`src/btr_pkg.sv`:
```
// Constants and types shared by the block transfer and read-modify-write slave
// How it works
// Master sends only the start address, then data at rising locations.
// Responding slave captures the broadcast start address into its local counter.
// Master holds address strobe low and restrobes after each acknowledge, ascending.
// Slave advances its local counter on each data strobe cycle of a block.
// Master never lets one block cross an aligned 256-byte boundary.
// Upper address decoded once at block start; only A01 to A07 counted.
// Master may raise address strobe at a boundary and start a new block.
// Bus ownership changes only while address strobe is high, never inside blocks.
// Even-and-odd byte modules handle single-byte block reads and writes.
// Sixteen-bit modules handle double-byte block reads and writes.
// Thirty-two-bit modules handle quad-byte block reads and writes.
// Read-modify-write is read then write to one location, address strobe held low.
// No ownership change between read and write halves, so test-and-set is atomic.
// Even-and-odd byte modules handle byte read-modify-write at positions 0 to 3.
// Odd-byte-only slave accepts byte read-modify-write only at positions 1 and 3.
// Sixteen-bit modules handle pair read-modify-write on bytes 0-1 and 2-3.
// Thirty-two-bit modules handle quad read-modify-write on bytes 0 to 3.
// Slave ignores any transfer while interrupt acknowledge is low.
// Block counter steps by transfer width: one, two or four bytes.
package btr_pkg;
    localparam int ADDR_HI = 31;
    localparam int WIN_LSB = 16;
    localparam int REGION_LSB = 8;
    localparam int SYNC_W = 75;
    localparam logic [1:0] AM_BLT_LOW = 2'h3;
    localparam logic [1:0] DS_IDLE = 2'h3;
    localparam logic DTACK_LEVEL = 1'b0;
    localparam logic [2:0] STEP_1 = 3'h1;
    localparam logic [2:0] STEP_2 = 3'h2;
    localparam logic [2:0] STEP_4 = 3'h4;
    localparam logic [3:0] BE_NONE = 4'h0;
    localparam logic [3:0] BE_QUAD = 4'hf;
    localparam logic [3:0] BE_PAIR_LO = 4'h3;
    localparam logic [3:0] BE_PAIR_HI = 4'hc;
    localparam logic [3:0] BE_BYTE1 = 4'h2;
    localparam logic [3:0] BE_BYTE3 = 4'h8;
    typedef enum logic [1:0] {
        BTR_D08EO = 2'h0,
        BTR_D08O = 2'h1,
        BTR_D16 = 2'h2,
        BTR_D32 = 2'h3
    } btr_cap_t;
    typedef enum logic [5:0] {
        ST_IDLE = 6'h01,
        ST_WAIT = 6'h02,
        ST_MEMRD = 6'h04,
        ST_DRIVE = 6'h08,
        ST_ACK = 6'h10,
        ST_SKIP = 6'h20
    } btr_state_t;
endpackage

```
`src/btr_sync.sv`:
```
// Two-stage synchroniser for bus pins
module btr_sync #(
    parameter int W = 1
) (
    input wire logic clk,
    input wire logic rst_n,
    input wire logic [W-1:0] d,
    output logic [W-1:0] q
);
    typedef struct packed {
        logic [W-1:0] s1;
        logic [W-1:0] s2;
    } btr_sync_t;

    btr_sync_t r_reg;
    btr_sync_t r_next;

    always_comb
    begin
        r_next.s1 = d;
        r_next.s2 = r_reg.s1;
    end

    // Idle bus lines are high
    always_ff @(posedge clk)
    begin
        if (!rst_n)
            r_reg <= '1;
        else
            r_reg <= r_next;
    end

    assign q = r_reg.s2;
endmodule

```
`src/btr_lane.sv`:
```
// Byte lane decode of strobes, long-word line and address bit 1
module btr_lane
    import btr_pkg::*;
(
    input wire logic ds0_n,
    input wire logic ds1_n,
    input wire logic lword_n,
    input wire logic a1,
    input wire btr_pkg::btr_cap_t cap,
    output logic [3:0] be,
    output logic [2:0] step,
    output logic [1:0] lo,
    output logic legal
);
    always_comb
    begin
        be = BE_NONE;
        step = STEP_1;
        lo = 2'h0;
        legal = 1'b0;
        if (!ds0_n && !ds1_n && !lword_n && !a1)
        begin
            be = BE_QUAD;
            step = STEP_4;
            legal = (cap == BTR_D32); // see R11
        end
        else if (!ds0_n && !ds1_n && lword_n)
        begin
            be = a1 ? BE_PAIR_HI : BE_PAIR_LO;
            step = STEP_2;
            lo = {a1, 1'b0};
            legal = (cap == BTR_D16) || (cap == BTR_D32); // see R10
        end
        else if ((ds0_n != ds1_n) && lword_n)
        begin
            lo = {a1, ds1_n};
            be = 4'(4'h1 << lo);
            // Odd-only slaves see bytes 1 and 3 only
            legal = (cap != BTR_D08O) || ds1_n; // see R9 see R14
        end
    end
endmodule

```
`src/btr_slave.sv`:
```
// Backplane slave for single, block and read-modify-write transfers
module btr_slave
    import btr_pkg::*;
(
    input wire logic SYS_CLK,
    input wire logic RST_N,
    input wire logic AS_N,
    input wire logic DS0_N,
    input wire logic DS1_N,
    input wire logic WRITE_N,
    input wire logic IACK_N,
    input wire logic LWORD_N,
    input wire logic [5:0] AM,
    input wire logic [btr_pkg::ADDR_HI:1] ADDR,
    input wire logic [31:0] D_IN,
    output logic [31:0] D_OUT,
    output logic D_OE,
    output logic DTACK_O,
    output logic DTACK_OE,
    input wire logic [btr_pkg::ADDR_HI-btr_pkg::WIN_LSB:0] SLAVE_BASE,
    input wire btr_pkg::btr_cap_t CAP,
    input wire logic BLT_EN,
    output logic MEM_REQ,
    output logic MEM_WE,
    output logic [3:0] MEM_BE,
    output logic [29:0] MEM_ADDR,
    output logic [31:0] MEM_WDATA,
    input wire logic [31:0] MEM_RDATA,
    output logic BUS_HELD
);
    import btr_pkg::*;

    typedef struct packed {
        btr_state_t st;
        logic [1:0] ds_prev;
        logic blt;
        logic [ADDR_HI-REGION_LSB:0] upper;
        logic [7:0] cnt;
        logic [7:0] badr;
        logic [2:0] step;
        logic [3:0] be;
        logic wr;
        logic req;
        logic [31:0] wdata;
        logic [31:0] dout;
        logic doe;
        logic dtack;
        logic dtack_o;
        logic held;
    } btr_slave_t;

    localparam btr_slave_t RESET_VAL = '{
        st: ST_IDLE,
        ds_prev: DS_IDLE,
        dtack_o: DTACK_LEVEL,
        default: '0
    };

    btr_slave_t r_reg;
    btr_slave_t r_next;

    logic [SYNC_W-1:0] pins;
    logic as_n;
    logic ds1_n;
    logic ds0_n;
    logic write_n;
    logic iack_n;
    logic lword_n;
    logic [5:0] am;
    logic [ADDR_HI:1] addr;
    logic [31:0] d_in;
    logic beat;
    logic ds_high;
    logic sel;
    logic [3:0] be;
    logic [2:0] step;
    logic [1:0] lo;
    logic legal;
    logic [7:0] nxt_adr;

    btr_sync #(
        .W(SYNC_W)
    ) u_sync (
        .clk(SYS_CLK),
        .rst_n(RST_N),
        .d({AS_N, DS1_N, DS0_N, WRITE_N, IACK_N, LWORD_N, AM, ADDR, D_IN}),
        .q(pins)
    );

    assign {as_n, ds1_n, ds0_n, write_n, iack_n, lword_n, am, addr, d_in} = pins;

    btr_lane u_lane (
        .ds0_n(ds0_n),
        .ds1_n(ds1_n),
        .lword_n(lword_n),
        .a1(r_reg.cnt[1]),
        .cap(CAP),
        .be(be),
        .step(step),
        .lo(lo),
        .legal(legal)
    );

    // Strobes must read the same on two samples to ride out skew
    assign beat = (!ds0_n || !ds1_n) && ({ds1_n, ds0_n} == r_reg.ds_prev);
    assign ds_high = ds0_n && ds1_n;
    assign sel = (addr[ADDR_HI:WIN_LSB] == SLAVE_BASE)
        && (BLT_EN || (am[1:0] != AM_BLT_LOW));
    assign nxt_adr = r_reg.badr + {5'h0, r_reg.step};

    // Bus data lanes to memory word lanes, byte 0 most significant
    function automatic logic [31:0] wmap(input logic [31:0] d, input logic quad);
        logic [31:0] w;
        w = d;
        if (!quad)
        begin
            for (int i = 0; i < 4; i++)
            begin
                w[31-8*i -: 8] = (i % 2 == 1) ? d[7:0] : d[15:8];
            end
        end
        return w;
    endfunction

    // Memory word lanes back onto bus data lanes
    function automatic logic [31:0] rmap(input logic [31:0] rd, input logic [3:0] bsel);
        logic [31:0] o;
        o = rd;
        if (bsel != BE_QUAD)
        begin
            o[31:16] = 16'h0000;
            o[15:8] = bsel[0] ? rd[31:24] : rd[15:8];
            o[7:0] = bsel[1] ? rd[23:16] : rd[7:0];
        end
        return o;
    endfunction

    always_comb
    begin
        r_next = r_reg;
        r_next.req = 1'b0;
        r_next.ds_prev = {ds1_n, ds0_n};
        r_next.held = !as_n; // see R8
        case (r_reg.st)
            ST_IDLE:
            begin
                if (!as_n && beat)
                begin
                    if (!iack_n)
                        r_next.st = ST_SKIP;
                    else if (!sel)
                        r_next.st = ST_SKIP;
                    else
                    begin
                        r_next.upper = addr[ADDR_HI:REGION_LSB]; // see R2
                        r_next.cnt = {addr[7:1], 1'b0};
                        r_next.blt = (am[1:0] == AM_BLT_LOW);
                        r_next.st = ST_WAIT;
                    end
                end
            end
            ST_WAIT:
            begin
                if (as_n)
                    r_next.st = ST_IDLE;
                else if (beat)
                begin
                    if (!legal)
                        r_next.st = ST_SKIP;
                    else
                    begin
                        r_next.badr = {r_reg.cnt[7:2], lo};
                        r_next.step = step;
                        r_next.be = be;
                        r_next.wr = !write_n;
                        r_next.req = 1'b1;
                        r_next.wdata = wmap(d_in, be == BE_QUAD);
                        r_next.dtack = !write_n;
                        r_next.st = write_n ? ST_MEMRD : ST_ACK;
                    end
                end
            end
            ST_MEMRD:
            begin
                r_next.dout = rmap(MEM_RDATA, r_reg.be);
                r_next.doe = 1'b1;
                r_next.st = ST_DRIVE;
            end
            ST_DRIVE:
            begin
                r_next.dtack = 1'b1;
                r_next.st = ST_ACK;
            end
            ST_ACK:
            begin
                if (ds_high)
                begin
                    r_next.dtack = 1'b0;
                    r_next.doe = 1'b0;
                    // Read-modify-write keeps the same location
                    if (r_reg.blt)
                        r_next.cnt = nxt_adr; // see R4 see R19
                    r_next.st = as_n ? ST_IDLE : ST_WAIT;
                end
            end
            ST_SKIP:
            begin
                if (as_n)
                    r_next.st = ST_IDLE;
            end
            default:
            begin
                r_next.st = ST_IDLE;
            end
        endcase
    end

    always_ff @(posedge SYS_CLK)
    begin
        if (!RST_N)
            r_reg <= RESET_VAL;
        else
            r_reg <= r_next;
    end

    assign D_OUT = r_reg.dout;
    assign D_OE = r_reg.doe;
    assign DTACK_O = r_reg.dtack_o;
    assign DTACK_OE = r_reg.dtack;
    assign MEM_REQ = r_reg.req;
    assign MEM_WE = r_reg.wr;
    assign MEM_BE = r_reg.be;
    assign MEM_ADDR = {r_reg.upper, r_reg.badr[7:2]};
    assign MEM_WDATA = r_reg.wdata;
    assign BUS_HELD = r_reg.held;
endmodule

```
`config.mk`:
```
export PLATFORM = sky130hd
export DESIGN_NAME = btr_slave
export DESIGN_NICKNAME = d
export VERILOG_FILES = /design/src/btr_pkg.sv /design/src/btr_sync.sv /design/src/btr_lane.sv /design/src/btr_slave.sv
export SDC_FILE = /design/constraint.sdc
export NUM_CORES = 1
export LEC_CHECK = 0
export BUFFER_PORTS_ARGS = -buffer_cell sky130_fd_sc_hd__buf_2
export CAP_MARGIN = 10
export CORE_AREA = 2 2 141 143
export CTS_CLUSTER_SIZE = 8
export DETAILED_ROUTE_END_ITERATION = 10
export DIE_AREA = 0 0 143 145
export HOLD_SLACK_MARGIN = 0.08
export PLACE_DENSITY = 0.78
export SYNTH_ARGS = -nofsm -noshare
export SYNTH_HDL_FRONTEND = slang
export SYNTH_HIERARCHICAL = 1
export SYNTH_SLANG_ARGS = --single-unit
```
`constraint.sdc`:
```
create_clock -name SYS_CLK -period 3.29 [get_ports SYS_CLK]
set_input_delay 0.329 -clock SYS_CLK [delete_from_list [all_inputs] [get_ports SYS_CLK]]
set_output_delay 0.329 -clock SYS_CLK [all_outputs]
set_load 0.1 [all_outputs]
```
==> results_dict.tcl <==
set metrics [dict create \
    fmax_ghz 0.362 \
    finalCritPeriodShare_pct 84.0 \
    grt_pass1_wl_microns 36400 \
    drtIter0Drc 428 \
    setup.worst_path.end_class "register" \
    hold_viol 0 \
    drtAntennaViolNets 0 \
    path_depth 9 \
    rows 51 \
    num_antenna_cells 0 \
    combPwrFrac_pct 7.2 \
    syn_area_per_cell_sq_um 9.27 \
    hold_class "primary input to register" \
    seq_area_sq_um 5330 \
    fin_nets 1395 \
    clkSlewWorstSetupHoldPaths_ps 50 \
    pwr-share-seq_pct 46.3 \
    fin_worst_skew_ps 14.6 \
    fp.dieW_microns 143 \
    grt-ovfl-total 0 \
    crit_slowest_cell "or2_2" \
    initial_core_util_pct 52.0 \
    r2r_start "u_sync/q[73]" \
    worstPathCellList "inv_1 > ha_1 > or3b_4 > nand3_2 > a211oi_2 > nand2_1 > or2_2 > nand2_1 > a21oi_1" \
    postLayoutSetupSlackWorst_ps 527 \
    power_density_nw_per_um2 595 \
    grt_pass1_vias 7278 \
    r2r.worst_path.cells 9 \
    p_sw_uw 1590 \
    place.gp.congestion 0.830 \
    routedWlPerCell_microns 14.9 \
    portBuffers 226 \
    dp_hpwl_microns 14500 \
    critical_path_class "register to register" \
    area_delta_synth_final_pct 23.1 \
    p_leak_uw 0.00532 \
    maxSlewHeadroom_pct 40.5 \
    ios 232 \
    ys_warn_count 6 \
    maxSlewViolCount 0 \
    syn_nets 1210 \
    firstDrtPassIters 7 \
    synth.cell_area_sq_um 10000 \
    cts_tree "built" \
    tightestPinTransition_ps 892 \
    max_cap_viol_count 0 \
    whs_path_depth 3 \
    max_stage_delay_ps 560 \
    p_clk_share_pct 46.6 \
    crit_start "u_sync/q[73]" \
    critical_path_required_ps 3630 \
    hp-start "MEM_RDATA[30]" \
    num_vias 7558 \
    switching_share_pct 21.7 \
    rsz0062_at_grt "no" \
    antenna_found_initial 1 \
    htreeDepth 2 \
    cts_buffers 39 \
    grt_max_degree 205 \
    wirelength_microns 22700 \
    status "finished, final reports clean" \
    ctsRootBufferMaster "clkbuf_16" \
    cts_buffer_depth 3 \
    fillers 1511 \
    cts_sinks 266 \
    fp.coreArea_sq_um 19200 \
    worst_setup_path_start_kind "register" \
    cp.arrival_ps 3100 \
    period_needed_ps 2760 \
    finalSetupViolCount 0 \
    dp_slack_ps 588 \
    fin_util_pct 64.1 \
    drc 0 \
    cp.buffers_inverters 1 \
    clk_latency_ps 510 \
    cp_top_family "simple AND/OR/NAND/NOR gates" \
    multi_input_area_sq_um 3590 \
    grt_use_total_pct 21.7 \
    setup_tns_ps 0 \
    dieArea_sq_um 20700 \
    syn_inst 1078 \
    die_y_microns 145 \
    viasPerCell 4.94 \
    r2r_slack_ps 530 \
    crit_fanout 32 \
    worst_path_most_repeated_cell "nand2_1" \
    vdd_ir_drop_max_mv 0.520 \
    drive_gt1_share_pct 23.1 \
    internal_power_uw 5730 \
]
## cell usage in the layout, fill, tap and decap left out, types with 7 or more instances in the layout
cell type        n
nand4_1          8
xnor2_1         13
clkbuf_16       40
o21ai_0         38
mux2i_1         20
dfxtp_1        266
nand3_1         65
nor2_1          53
buf_2          225
a311oi_1        16
buf_4            7
a21oi_1         61
a211oi_1        20
dlygate4sd3_1   72
xor2_1          10
nand2_1        138
or2b_1           7
inv_1           12
nand2b_1       139
## per-stage QoR
stage          instance area, sq um  cells  total power [uW]  hold slack [ps]
6_report                      12300   1530              7320              105
5_1_grt                       12300   1530              7600             91.8
4_1_cts                       12300   1530              7370             83.3
3_5_place_dp                  10600   1415              3880              391
3_3_place_gp                  10600   1415              3870              388
2_1_floorplan                 10000   1078              3730              385
## area by class of cell
| cell class | instances | area share [%] |
|---|---|---|
| clock inverter | 3 | 0.274 |
| clock buffer | 40 | 8.13 |
| tap | 265 | 2.69 |
| inverter | 14 | 0.427 |
| multi-input combinational | 634 | 29.2 |
| timing repair buffer | 308 | 16.0 |
| sequential | 266 | 43.3 |
## power groups by stage
stage | Clock [uW] | Sequential (uW) | Combinational [uW]
2_1_floorplan | 0 | 3430 | 309
3_3_place_gp | 0 | 3440 | 433
3_5_place_dp | 0 | 3440 | 442
4_1_cts | 3470 | 3380 | 513
5_1_grt | 3630 | 3390 | 580
6_report | 3410 | 3390 | 524
## timing repair
action | in CTS | in global routing
hold buffers | 72 | 0
gates resized for setup | 0 | 0
endpoints found under the hold margin | 72 | 0
buffers inserted | 0 | 0
## final timing paths
path	to
worst max register to register	r_reg[78]
worst min register to register	u_sync/q[74]
worst max-delay path	r_reg[78]
worst min-delay path	D_OUT[30]
## worst min-delay path: cells and delay by family
kind,cells,cell delay [ps]
AO/OA/AOI/OAI,1,60
AND/OR/NAND/NOR,1,60
buffers and inverters,1,110
## metal layers
metal	global-route usage, %	up-vias	part of all wire [%]
met5	0	-	0.057
met4	8.12	2	2.5
met3	5.31	53	7.3
met2	36.9	286	49
met1	26.3	3414	42
li1	-	3803	-
Note: power is estimated with default switching activity, not from simulation.
